$ cat config.mk
export PLATFORM = sky130hd
export DESIGN_NAME = iso_receive_dma
export DESIGN_NICKNAME = d
export VERILOG_FILES = /design/src/rtl/iso_rx_pkg.sv /design/src/rtl/desc_if.sv /design/src/rtl/iso_receive_dma.sv /design/src/rtl/desc_decode.sv /design/src/rtl/ctx_match.sv
export SDC_FILE = /design/constraint.sdc
export NUM_CORES = 2
export LEC_CHECK = 0
export BUFFER_PORTS_ARGS = -buffer_cell sky130_fd_sc_hd__buf_2
export CAP_MARGIN = 30
export CORE_UTILIZATION = 59
export CTS_BUF_LIST = sky130_fd_sc_hd__clkbuf_4
export DETAILED_ROUTE_END_ITERATION = 12
export PLACE_DENSITY = 0.78
export SETUP_SLACK_MARGIN = 0.3
export SLEW_MARGIN = 0
export SYNTH_ARGS = -nofsm -noshare
export SYNTH_HDL_FRONTEND = slang
export SYNTH_SLANG_ARGS = --single-unit
$ cat constraint.sdc
create_clock -name pclk -period 21.1 [get_ports pclk]
set_input_delay 4.22 -clock pclk [delete_from_list [all_inputs] [get_ports pclk]]
set_output_delay 4.22 -clock pclk [all_outputs]
set_load 0.02 [all_outputs]
$ cat src/rtl/iso_rx_pkg.sv
package iso_rx_pkg;
    localparam int NUM_CTX = 4;
    localparam int CTX_W = 2;

    localparam logic [11:0] ADDR_INFO = 12'h000;
    localparam logic [3:0] CTX_REGION = 4'h1;
    localparam logic [3:0] OFF_CTRL = 4'h0;
    localparam logic [3:0] OFF_MATCH = 4'h4;
    localparam logic [3:0] OFF_PTR = 4'h8;

    localparam int CTRL_STREAM_BIT = 31;
    localparam int CTRL_HDR_BIT = 30;
    localparam int CTRL_MULTI_BIT = 28;
    localparam int CTRL_RUN_BIT = 15;
    localparam int CTRL_DEAD_BIT = 11;
    localparam int CTRL_ACTIVE_BIT = 10;
    localparam int CTRL_ERR_BIT = 9;
    localparam logic [31:0] CTRL_RESET = 32'h0000_0000;
    localparam int MATCH_CHAN_LSB = 0;
    localparam int MATCH_SYNC_LSB = 8;

    localparam int CMD_LSB = 28;
    localparam int S_BIT = 27;
    localparam int KEY_LSB = 24;
    localparam int I_LSB = 20;
    localparam int B_LSB = 18;
    localparam int W_LSB = 16;
    localparam logic [3:0] CMD_MORE = 4'h2;
    localparam logic [3:0] CMD_LAST = 4'h3;
    localparam logic [1:0] CTL_ON = 2'b11;
    localparam logic [1:0] CTL_OFF = 2'b00;
    localparam logic [2:0] KEY_ZERO = 3'h0;
    localparam logic [3:0] Z_END = 4'h0;
    localparam logic [3:0] Z_MAX = 4'h8;

    localparam logic [31:0] DESC_BYTES = 32'h0000_0010;
    localparam logic [31:0] STATUS_OFFSET = 32'h0000_000c;
    localparam logic [16:0] HDR_BYTES = 17'h0_0008;

    typedef enum logic [2:0] {
        S_IDLE,
        S_FETCH,
        S_PLACE,
        S_WRITE,
        S_ADVANCE
    } state_t;

    typedef struct packed {
        logic [31:0] ctrl_word;
        logic [31:0] buffer_pointer;
        logic [31:0] branch_word;
        logic [15:0] residual_byte_count;
        logic [31:0] ptr;
        logic loaded;
        logic ended;
        logic desc_err;
        logic sync_seen;
        logic run;
        logic stream_fill_mode;
        logic keep_hdr;
        logic multi_chan;
        logic [5:0] chan;
        logic [3:0] sync;
    } ctx_t;
endpackage : iso_rx_pkg

$ cat src/rtl/desc_if.sv
interface desc_if;
    logic [3:0] cmd;
    logic status_en;
    logic key_ok;
    logic irq_en;
    logic branch_en;
    logic wait_en;
    logic [15:0] request_byte_count;
    logic [31:0] next_descriptor_pointer;
    logic [3:0] blk_count;
    logic is_last;
    logic cmd_ok;
    logic blk_ok;

    modport producer(output cmd, status_en, key_ok, irq_en, branch_en, wait_en,
        request_byte_count, next_descriptor_pointer, blk_count, is_last, cmd_ok, blk_ok);
    modport consumer(input cmd, status_en, key_ok, irq_en, branch_en, wait_en,
        request_byte_count, next_descriptor_pointer, blk_count, is_last, cmd_ok, blk_ok);
endinterface : desc_if

$ cat src/rtl/iso_receive_dma.sv
// Summary of operation
// Four independent receive contexts, each with its own descriptor list.
// Only one context may take packets from several channels; others match one.
// Each context places one packet per buffer or fills buffers as a stream.
// Header and time stamp bytes are stored or left out per context.
// Descriptors are sixteen bytes and fetched from sixteen-byte aligned addresses.
// Command code two means continue-input, three means final-input.
// Software uses only continue-input in stream fill.
// Software ends packet-per-buffer blocks with final-input, never in stream fill.
// Status written back when status flag set; always in stream fill.
// Software writes zero into the key field.
// Interrupt control eleven raises the receive interrupt on completion.
// Branch control eleven follows the next-descriptor pointer; zero does not.
// Software sets branch control as each placement style demands.
// Wait control eleven drops packets until the sync value matches.
// Software uses wait only in the first descriptor of a block.
// Request count bounds the bytes placed in the buffer.
// Block count zero ends the list, one to eight continue, others reserved.
// Written status is the low sixteen bits of the context control register.
// Residual count is the unused byte count of the buffer.
// Descriptor quadlets are fetched in order: control, buffer, branch, status.
//
// The implementer's own choices: the address map and the APB slave port.
module iso_receive_dma (
    input wire logic pclk,
    input wire logic presetn,
    input wire logic psel,
    input wire logic penable,
    input wire logic pwrite,
    input wire logic [11:0] paddr,
    input wire logic [31:0] pwdata,
    output logic [31:0] prdata,
    output logic pready,
    output logic pslverr,
    output logic mem_req,
    output logic mem_we,
    output logic [31:0] mem_addr,
    output logic [31:0] mem_wdata,
    input wire logic [31:0] mem_rdata,
    input wire logic mem_ack,
    input wire logic pkt_valid,
    input wire logic [5:0] pkt_channel,
    input wire logic [3:0] pkt_sync,
    input wire logic [15:0] pkt_length,
    output logic pkt_ready,
    output logic iso_receive_irq
);
    import iso_rx_pkg::*;

    typedef struct packed {
        ctx_t [NUM_CTX-1:0] ctx;
        state_t state;
        logic [CTX_W-1:0] cur;
        logic [1:0] fidx;
        logic [16:0] remain;
        logic [3:0] pkt_sync;
        logic done_desc;
        logic mem_req;
        logic mem_we;
        logic [31:0] mem_addr;
        logic [31:0] mem_wdata;
        logic pkt_ready;
        logic irq;
        logic pready;
        logic pslverr;
        logic [31:0] prdata;
    } top_t;

    top_t st_q;
    top_t st_d;

    desc_if dif();
    ctx_t cur_ctx;
    logic [NUM_CTX-1:0] run_v;
    logic [NUM_CTX-1:0] multi_v;
    logic [NUM_CTX-1:0][5:0] chan_v;
    logic hit;
    logic [CTX_W-1:0] hit_idx;

    assign cur_ctx = st_q.ctx[st_q.cur];

    always_comb begin
        for (int n = 0; n < NUM_CTX; n++) begin
            run_v[n] = st_q.ctx[n].run;
            multi_v[n] = st_q.ctx[n].multi_chan;
            chan_v[n] = st_q.ctx[n].chan;
        end
    end

    desc_decode u_decode (
        .ctrl_word(cur_ctx.ctrl_word),
        .branch_word(cur_ctx.branch_word),
        .dec(dif.producer)
    );

    ctx_match u_match (
        .run(run_v),
        .multi(multi_v),
        .chan(chan_v),
        .pkt_channel(pkt_channel),
        .hit(hit),
        .idx(hit_idx)
    );

    // Status bits in the low half are what gets copied into written descriptors.
    function automatic logic [31:0] ctrl_view(input ctx_t c);
        logic [31:0] v;
        v = CTRL_RESET;
        v[CTRL_STREAM_BIT] = c.stream_fill_mode;
        v[CTRL_HDR_BIT] = c.keep_hdr;
        v[CTRL_MULTI_BIT] = c.multi_chan;
        v[CTRL_RUN_BIT] = c.run;
        v[CTRL_DEAD_BIT] = c.ended;
        v[CTRL_ACTIVE_BIT] = c.run && !c.ended;
        v[CTRL_ERR_BIT] = c.desc_err;
        return v;
    endfunction : ctrl_view

    always_comb begin
        logic acc;
        logic wr;
        logic ctx_hit;
        logic [CTX_W-1:0] ri;
        logic [16:0] take;
        logic [15:0] new_resid;
        logic list_end;
        logic [31:0] cv;
        cv = ctrl_view(cur_ctx);
        acc = psel && penable && !st_q.pready;
        wr = psel && penable && st_q.pready && pwrite && !st_q.pslverr;
        ctx_hit = (paddr[11:8] == CTX_REGION) && (paddr[7:6] == 2'b00);
        ri = paddr[4 +: CTX_W];
        take = '0;
        new_resid = '0;
        list_end = 1'b0;

        st_d = st_q;
        st_d.pready = 1'b0;
        st_d.pslverr = 1'b0;
        st_d.pkt_ready = 1'b0;
        st_d.irq = 1'b0;

        // Bus slave: two-cycle access, answer and read data registered.
        if (acc) begin
            st_d.pready = 1'b1;
            st_d.prdata = '0;
            if (paddr == ADDR_INFO) begin
                st_d.prdata = 32'(NUM_CTX);
            end else if (ctx_hit && paddr[3:0] == OFF_CTRL) begin
                st_d.prdata = ctrl_view(st_q.ctx[ri]);
            end else if (ctx_hit && paddr[3:0] == OFF_MATCH) begin
                st_d.prdata[MATCH_CHAN_LSB +: 6] = st_q.ctx[ri].chan;
                st_d.prdata[MATCH_SYNC_LSB +: 4] = st_q.ctx[ri].sync;
            end else if (ctx_hit && paddr[3:0] == OFF_PTR) begin
                st_d.prdata = st_q.ctx[ri].ptr;
            end else begin
                st_d.pslverr = 1'b1;
            end
        end

        // Software writes go first so that engine-set flags below win a clash.
        if (wr && ctx_hit) begin
            unique case (paddr[3:0])
                OFF_CTRL: begin
                    if (pwdata[CTRL_RUN_BIT] && !st_q.ctx[ri].run) begin
                        st_d.ctx[ri].ended = 1'b0;
                        st_d.ctx[ri].loaded = 1'b0;
                        st_d.ctx[ri].desc_err = 1'b0;
                    end
                    st_d.ctx[ri].run = pwdata[CTRL_RUN_BIT];
                    st_d.ctx[ri].stream_fill_mode = pwdata[CTRL_STREAM_BIT];
                    st_d.ctx[ri].keep_hdr = pwdata[CTRL_HDR_BIT];
                    st_d.ctx[ri].multi_chan = pwdata[CTRL_MULTI_BIT];
                end
                OFF_MATCH: begin
                    st_d.ctx[ri].chan = pwdata[MATCH_CHAN_LSB +: 6];
                    st_d.ctx[ri].sync = pwdata[MATCH_SYNC_LSB +: 4];
                end
                OFF_PTR: begin
                    // Pointer moves only while stopped; the low nibble is forced clear.
                    if (!st_q.ctx[ri].run) begin
                        st_d.ctx[ri].ptr = {pwdata[31:4], 4'h0};
                    end
                end
                default: begin
                end
            endcase
        end

        unique case (st_q.state)
            S_IDLE: begin
                // Unmatched packets are still accepted so the link never blocks.
                if (pkt_valid && !st_q.pkt_ready) begin
                    st_d.pkt_ready = 1'b1;
                    st_d.cur = hit_idx;
                    st_d.pkt_sync = pkt_sync;
                    st_d.remain = {1'b0, pkt_length};
                    if (st_q.ctx[hit_idx].keep_hdr) begin
                        st_d.remain = {1'b0, pkt_length} + HDR_BYTES;
                    end
                    st_d.fidx = 2'b00;
                    if (hit && !st_q.ctx[hit_idx].ended) begin
                        st_d.state = st_q.ctx[hit_idx].loaded ? S_PLACE : S_FETCH;
                    end
                end
            end
            S_FETCH: begin
                st_d.mem_we = 1'b0;
                st_d.mem_addr = cur_ctx.ptr + {28'h0, st_q.fidx, 2'b00};
                if (st_q.mem_req && mem_ack) begin
                    st_d.mem_req = 1'b0;
                    st_d.fidx = st_q.fidx + 2'b01;
                    unique case (st_q.fidx)
                        2'b00: begin
                            st_d.ctx[st_q.cur].ctrl_word = mem_rdata;
                            st_d.ctx[st_q.cur].residual_byte_count = mem_rdata[15:0];
                        end
                        2'b01: st_d.ctx[st_q.cur].buffer_pointer = mem_rdata;
                        2'b10: st_d.ctx[st_q.cur].branch_word = mem_rdata;
                        2'b11: begin
                            // Old status is read for order only and then discarded.
                            st_d.ctx[st_q.cur].loaded = 1'b1;
                            st_d.ctx[st_q.cur].sync_seen = 1'b0;
                            st_d.state = S_PLACE;
                        end
                    endcase
                end else begin
                    st_d.mem_req = 1'b1;
                end
            end
            S_PLACE: begin
                if (!dif.cmd_ok || !dif.key_ok) begin
                    st_d.ctx[st_q.cur].desc_err = 1'b1;
                    st_d.ctx[st_q.cur].ended = 1'b1;
                    st_d.state = S_IDLE;
                end else if (dif.wait_en && !cur_ctx.sync_seen
                        && st_q.pkt_sync != cur_ctx.sync) begin
                    st_d.state = S_IDLE;
                end else begin
                    st_d.ctx[st_q.cur].sync_seen = 1'b1;
                    // Never place more than the buffer still holds.
                    take = (st_q.remain < {1'b0, cur_ctx.residual_byte_count})
                        ? st_q.remain : {1'b0, cur_ctx.residual_byte_count};
                    new_resid = cur_ctx.residual_byte_count - take[15:0];
                    st_d.ctx[st_q.cur].residual_byte_count = new_resid;
                    st_d.remain = st_q.remain - take;
                    st_d.done_desc = cur_ctx.stream_fill_mode ? (new_resid == 16'h0000)
                        : 1'b1;
                    // Stream fill reports every packet; the other style only if asked.
                    if (cur_ctx.stream_fill_mode || dif.status_en) begin
                        st_d.state = S_WRITE;
                    end else begin
                        st_d.state = S_ADVANCE;
                    end
                end
            end
            S_WRITE: begin
                st_d.mem_we = 1'b1;
                st_d.mem_addr = cur_ctx.ptr + STATUS_OFFSET;
                st_d.mem_wdata = {cv[15:0], cur_ctx.residual_byte_count};
                if (st_q.mem_req && mem_ack) begin
                    st_d.mem_req = 1'b0;
                    st_d.mem_we = 1'b0;
                    st_d.state = S_ADVANCE;
                end else begin
                    st_d.mem_req = 1'b1;
                end
            end
            S_ADVANCE: begin
                st_d.state = S_IDLE;
                if (st_q.done_desc) begin
                    st_d.irq = dif.irq_en;
                    st_d.ctx[st_q.cur].loaded = 1'b0;
                    if (dif.is_last || cur_ctx.stream_fill_mode) begin
                        if (!dif.blk_ok) begin
                            st_d.ctx[st_q.cur].desc_err = 1'b1;
                        end
                        list_end = !dif.branch_en || dif.blk_count == Z_END
                            || !dif.blk_ok;
                        if (list_end) begin
                            st_d.ctx[st_q.cur].ended = 1'b1;
                        end else begin
                            st_d.ctx[st_q.cur].ptr = dif.next_descriptor_pointer;
                        end
                    end else begin
                        // Continue-input inside a block: the next one is contiguous.
                        st_d.ctx[st_q.cur].ptr = cur_ctx.ptr + DESC_BYTES;
                    end
                    // Spill over into the next buffer unless the packet is finished, the list has ended or a packet-per-buffer block has ended.
                    if (st_q.remain != '0 && !list_end
                            && (cur_ctx.stream_fill_mode || !dif.is_last)) begin
                        st_d.fidx = 2'b00;
                        st_d.state = S_FETCH;
                    end
                end
            end
        endcase
    end

    always_ff @(posedge pclk or negedge presetn) begin
        if (!presetn) begin
            st_q <= '0;
        end else begin
            st_q <= st_d;
        end
    end

    assign prdata = st_q.prdata;
    assign pready = st_q.pready;
    assign pslverr = st_q.pslverr;
    assign mem_req = st_q.mem_req;
    assign mem_we = st_q.mem_we;
    assign mem_addr = st_q.mem_addr;
    assign mem_wdata = st_q.mem_wdata;
    assign pkt_ready = st_q.pkt_ready;
    assign iso_receive_irq = st_q.irq;
endmodule : iso_receive_dma

$ cat src/rtl/desc_decode.sv
module desc_decode
    import iso_rx_pkg::*;
(
    input wire logic [31:0] ctrl_word,
    input wire logic [31:0] branch_word,
    desc_if.producer dec
);
    // Encodings 01 and 10 of the two-bit controls count as off, the safe choice.
    always_comb begin
        dec.cmd = ctrl_word[CMD_LSB +: 4];
        dec.is_last = (dec.cmd == CMD_LAST);
        dec.cmd_ok = (dec.cmd == CMD_MORE) || dec.is_last;
        dec.status_en = ctrl_word[S_BIT];
        dec.key_ok = (ctrl_word[KEY_LSB +: 3] == KEY_ZERO);
        dec.irq_en = (ctrl_word[I_LSB +: 2] == CTL_ON);
        dec.branch_en = (ctrl_word[B_LSB +: 2] == CTL_ON);
        dec.wait_en = (ctrl_word[W_LSB +: 2] == CTL_ON);
        dec.request_byte_count = ctrl_word[15:0];
        dec.next_descriptor_pointer = {branch_word[31:4], 4'h0};
        dec.blk_count = branch_word[3:0];
        dec.blk_ok = (dec.blk_count <= Z_MAX);
    end
endmodule : desc_decode

$ cat src/rtl/ctx_match.sv
module ctx_match
    import iso_rx_pkg::*;
(
    input wire logic [NUM_CTX-1:0] run,
    input wire logic [NUM_CTX-1:0] multi,
    input wire logic [NUM_CTX-1:0][5:0] chan,
    input wire logic [5:0] pkt_channel,
    output logic hit,
    output logic [CTX_W-1:0] idx
);
    logic [NUM_CTX-1:0] multi_first;
    logic [NUM_CTX-1:0] take;

    // Only the lowest-numbered multi-channel context is honoured; others act single.
    for (genvar n = 0; n < NUM_CTX; n++) begin : g_ctx
        if (n == 0) begin : g_first
            assign multi_first[n] = multi[n];
        end else begin : g_rest
            assign multi_first[n] = multi[n] && (multi[n-1:0] == '0);
        end
        assign take[n] = run[n] && (multi_first[n] || chan[n] == pkt_channel);
    end

    always_comb begin
        hit = |take;
        idx = '0;
        for (int n = NUM_CTX - 1; n >= 0; n--) begin
            if (take[n]) begin
                idx = CTX_W'(n);
            end
        end
    end
endmodule : ctx_match

After elaboration in Yosys (flattened, before gate mapping)
Cells that the tools add are included.
{"block": "classes", "n_addsub": 7, "n_bitwise": 3, "muxes": 130, "eq_ne": 29, "n_reduce_logical": 74, "order_cmp": 7}
{"op": "$bwmux W648", "n": 25}
{"op": "$mux W648", "n": 12}
{"op": "$demux W162 S2", "n": 19}
{"op": "$pmux W648 S3", "n": 2}
{"op": "$pmux W648 S4", "n": 1}
{"op": "$mux W651", "n": 3}
{"op": "$bmux W162 S2", "n": 3}
{"op": "$mux W162", "n": 2}
{"op": "$mux W50", "n": 3}
{"op": "$mux W130", "n": 1}
{"op": "$mux W17", "n": 6}
{"op": "$mux W98", "n": 1}
{"op": "$mux W32", "n": 3}
{"op": "$pmux W34 S2", "n": 1}
{"op": "$mux W66", "n": 1}
{"op": "$mux W18", "n": 3}
{"op": "$mux W34", "n": 1}
{"op": "$pmux W17 S2", "n": 1}
{"op": "$add A32 B4 Y32", "n": 1}
{"op": "$add A32 B4 Y32 const B", "n": 1}
{"op": "$add A32 B5 Y32 const B", "n": 1}
{"op": "$mux W16", "n": 2}
{"op": "$logic_and A1 B1 Y1", "n": 29}
{"op": "$mux W28", "n": 1}
{"op": "other kinds (51)", "n": 127}
{"block": "totals", "output_inout_bits": 102, "reg_bits": 767, "word_cells": 325, "input_bits": 109}

Depth between registers and ports, before layout
{"block": "logic_depth", "depth_word": 27, "ltp_mapped": 33, "ltp_nobuf": 21}

Modules after synthesis
From an unflattened synthesis, not the netlist that was laid out.
{"block": "unflattened", "cells_unflattened": 3735, "area_unflattened_um2": 37518.5}
{"mod": "iso_receive_dma", "cells_per_inst": 3623, "area_each_um2": 36657.7, "seq_area_each_um2": 15990.3, "n_inst": 1}
{"mod": "desc_decode", "cells_per_inst": 65, "area_each_um2": 483.0, "seq_area_each_um2": 0.0, "n_inst": 1}
{"mod": "ctx_match", "cells_per_inst": 47, "area_each_um2": 377.9, "seq_area_each_um2": 0.0, "n_inst": 1}

Least setup slack after synthesis
Ideal clock, no wire load.
{"block": "synth_timing", "kind": "reg2reg", "from": "reg st_q[126] (netlist bit)", "to": "reg st_q[102] (netlist bit)", "t_arrival_ns": 7.006, "synth_period_minus_slack_ns": 7.072, "setup_ns": 0.066, "path_buffers": 11, "t_required_ns": 21.034, "slack_ns": 14.028, "path_stages_with_launch": 31, "path_cell_list": "dfrtp_1 > buf_6 > buf_6 > buf_4 > buf_2 > buf_2 > buf_2 > buf_2 > mux4_2 > inv_1 > ha_1 > a21o_1 > a211oi_1 > nand3_1 > buf_2 > clkbuf_1 > buf_2 > buf_1 > o21ai_0 > ha_1 > inv_1 > ha_1 > a211o_1 > a41oi_2 > nor3_1 > a211oi_2 > o22ai_1 > xor2_1 > or4b_1 > nor3_1 > a31o_1"}
{"element": "start, declared", "line": "iso_receive_dma.sv:69", "rtl": "top_t st_q;"}
{"element": "start signal, assigned", "line": "iso_receive_dma.sv:304", "rtl": "st_q <= st_d;"}

Worst setup path in the final report
{"block": "layout_timing", "from": "reg st_q[126] (netlist bit)", "to": "reg st_q[102] (netlist bit)"}
{"block": "layout_via", "elab_chain_len": 8, "word_cells_on_any_way": 22, "cone_classes": "1 x add/sub; 1 x order compare; 4 x eq/ne; 4 x mux; 2 x bitwise; 10 x reduce/logical"}
{"element": "$bmux W162 S2 *", "line": "iso_receive_dma.sv:80", "rtl": "assign cur_ctx = st_q.ctx[st_q.cur];"}
{"element": "$mux W162 (implied by the code) *", "line": "iso_receive_dma.sv:80"}
{"element": "parallel branches: the longest is 6 deep, another holds $lt A17 B16 Y1"}
Every way passes the cells marked *. The select of a mux whose other input is x is not followed.
A chain may end at the register's enable or synchronous reset.

==> summary.txt <==
Timing
  • Final number of setup-violating endpoints: 0
  • Tcrit/Tclk final: 33.4%
  • Fin. max-slew vios: 0
  • Fin crit period: 7.04 ns
  • Fmax: 142 MHz
  • Final Hold Vio Count: 0
  • Setup Skew: 0.0770 ns
  • Total Neg Setup Slack: 0 ns
  • Worst slew pin tran: 1.10 ns
  • RSZ-0062 raised after global routing: false
  • Relative slew slack: 26.4%

Synth
  • Synth area leader: dfrtp_1
  • Synth cell count leaders: 567 x dfrtp_1, 276 x nand2_1, 273 x nor2_1
  • Top cells by area, synth: dfrtp_1 43%, mux4_2 9.5%, a22o_1 3.9%
  • Async S/R FF share, synth: 100%
  • Most instantiated library cell after synthesis: dfrtp_1
  • XOR/XNOR Fraction of Synth Area: 3.01%
  • Post-synth EDFFs: 0
  • Unique cell type count in the Yosys netlist: 91
  • Top_reg_cell synth: dfrtp_1
  • Post-synthesis simple-gate area fraction: 11.7%
  • Post-Synth Adder-Cell Area: 1.64%
  • Largest family of logic cells by synthesized area: compound AO/OA/AOI/OAI gates
  • Mapped Cells: 3,290
  • Post-synthesis cell area: 0.0330 mm^2
  • Flops & latches, synth: 567
  • Post-synthesis mux area share: 12.7%
  • Yosys top cell area share: 42.9%
  • Register area share after synthesis: 42.9%
  • Syn Area/Cell: 10.0 um^2
  • Synth warn: 0
  • Compound-Gate Fraction of Synth Area: 21.7%

Worst setup path
  • CP required: 22.12 ns
  • Max FO, Critical Path: 38
  • Critical path class: register to register
  • Max incr delay on CP: 0.86 ns
  • Worst path cell trace: mux4_2 > inv_2 > ha_1 > a21oi_1 > a31oi_1 > o21bai_1 > nand3_1 > buf_4 > nand2_1 > o21ai_0 > ha_1 > nor2_1 > a221oi_1 > or2_2 > a221o_1 > o21ai_1 > o211ai_1 > nor4_1 > or4b_1 > nor3_1 > a31o_1
  • Buf/Inv on CP: 2
  • Crit start category: register
  • Most used cell, CP: ha_1
  • Worst path slowest cell: dfrtp_4
  • Worst setup EP type: register
  • CP Data Arrival Time: 8.06 ns
  • Critical path's top delay family: compound AO/OA/AOI/OAI gates

Floorplan
  • Ports: 211
  • Vert. Die Dim: 239 um
  • Core Region: 0.0552 mm^2
  • Row count: 86
  • Total die area: 0.0569 mm^2
  • Floorplan die width: 239 um
  • Initial Utilization: 59.8%

Clock network
  • Htree depth: 4
  • Clock buffer depth: 3
  • Clock sinks: 567
  • Clock transition at path regs: 0.08 ns
  • Worst-Skew Late Latency: 1.11 ns
  • Setup repair bufs after CTS: 0
  • Clock Root Buffer: clkbuf_4
  • Cts hold-fix bufs: 0
  • CTS Buf Count: 152
  • PostCTS Resize Cnt: 0
  • CTS tree: done

Routing
  • Drt initial violations: 4,554
  • Detailed Route WL: 111,000 um
  • DRT Pass-1 Iters: 9
  • Vias/cell: 7.10
  • DR DRC count: 0
  • Routed len/inst: 26.2 um
  • Antenna-violating nets left: 0
  • Via count: 30.1k

GRT
  • Vias in the first global route: 28.8k
  • Global Route Usage Sum: 39.2%
  • Initial antenna violation count: 8
  • GRT overflow: 0
  • First-pass GRT wire length: 170,000 um
  • Largest net degree at the start of global routing: 163

Placement
  • Gpl congestion: 0.972
  • IO Port Bufs: 198
  • Detailed Place HPWL: 75,100 um

Run
  • MaxCap Viol Count: 0

Final layout
  • Layout Utilization: 64.9%
  • Filler cells: 4,479
  • Ratio of cells with drive above 1 in the final layout: 20.2%
  • Final net count: 3,517
  • P&R area growth vs syn: 8.46%

Worst hold path
  • Hold Crit Class: register to register

Power and ir drop
  • Peak VDD IR: 95.2 uV
  • Power Density: 94.1 mW/mm^2
  • Leakage: 15.3 nW

Run status
  • Outcome: finished, final reports clean
-- per-stage QoR --
stage,hold WS [ns],power [mW],cells,setup slack [ns],instance area [um^2]
6_report,0.473,3.37,4235,14.06,35800
5_1_grt,0.500,3.54,4228,13.70,35800
4_1_cts,0.478,3.34,4219,14.21,35700
3_5_place_dp,0.465,2.35,3962,13.40,33800
3_3_place_gp,0.456,2.30,3957,13.50,33800
2_1_floorplan,0.447,2.03,3301,14.03,33100
-- state kept, by name, indices dropped and copies added (netlist names) --
| signal | cells |
|---|---|
| prdata | 32 |
| mem_addr | 32 |
| pslverr | 1 |
| pready | 1 |
| multi_v | 4 |
| chan_v | 24 |
| mem_req | 1 |
| iso_receive_irq | 1 |
| mem_we | 1 |
| run_v | 4 |
| mem_wdata | 20 |
| pkt_ready | 1 |
| st_q | 445 |
-- routing by layer --
metal  routed length (um)  vias up  share of wire [%]  global-route usage, %
met3                14500      424                 13                   11.5
met2                49500     2345                 45                   57.8
li1                     -    12600                  -                      -
met4                 5100        6                4.6                   17.7
met1                41800    14700                 38                   53.5
met5                   34        -              0.031                      0
-- power by group --
group | internal [mW] | switching (mW)
registers | 1.13 | 0.0565
clock network | 0.503 | 0.499
logic | 0.410 | 0.774
total | 2.04 | 1.33
-- kinds of logic after synthesis --
logic type      after synthesis
xor+xnor                    111
other cells                   1
mux                         244
fa+ha+maj                    44
buf+inv                     428
compound gates             1048
flops                       567
simple gates                847
-- cell type report --
| cell class | instances | area [um^2] | share of cell area (%) |
|---|---|---|---|
| sequential | 567 | 14200 | 39.6 |
| inverter | 74 | 278 | 0.775 |
| tap | 748 | 936 | 2.61 |
| multi-input combinational | 2306 | 16900 | 47.2 |
| clock inverter | 44 | 284 | 0.793 |
| antenna | 12 | 30.0 | 0.0838 |
| timing repair buffer | 271 | 1610 | 4.49 |
| clock buffer | 213 | 1600 | 4.46 |
-- final timing paths --
path	startpoint	to	slack (ns)	depth (start not counted)
worst max-delay path	st_q[126]	st_q[102]	14.06	21
worst min-delay path	mem_wdata[13]	mem_wdata[13]	0.47	2
worst max register to register	st_q[126]	st_q[102]	14.06	21
worst min register to register	mem_wdata[13]	mem_wdata[13]	0.47	2
max in group asynchronous	presetn	st_q[345]	15.16	6
min in group asynchronous	presetn	prdata[20]	3.22	1
-- layout by cell type (no fill, tap or decap), types with 10 or more instances in the layout --
cell,synthesis,layout
nor4_1,18,17
nand2_1,276,276
a22oi_1,50,50
inv_1,69,69
a211oi_1,11,11
nand4_1,31,31
mux2i_1,98,98
o21ai_0,206,203
buf_2,40,199
clkbuf_4,0,213
a21o_1,16,15
a221oi_1,47,47
a31oi_1,45,45
conb_1,1,12
a32oi_1,41,41
nor2_1,273,266
o21ai_1,19,16
a221o_1,32,32
o211ai_1,10,10
and3_1,22,22
dfrtp_1,567,565
diode_2,0,12
o22ai_1,114,114
clkinv_1,1,29
xor2_1,42,42
mux4_2,139,139
a22o_1,146,146
buf_4,108,67
and2_1,41,41
nor3_1,50,47
nor2b_1,11,11
a32o_1,34,34
xnor2_1,66,66
nand2b_1,20,19
nand3_1,56,56
ha_1,35,35
a21oi_1,203,203
-- worst min-delay path, cell delays in order (launching register included) --
cell,delay (ns)
dfrtp_1,0.34
nand2_1,0.04
o21ai_0,0.06
Power figures use the tool's default switching activity.
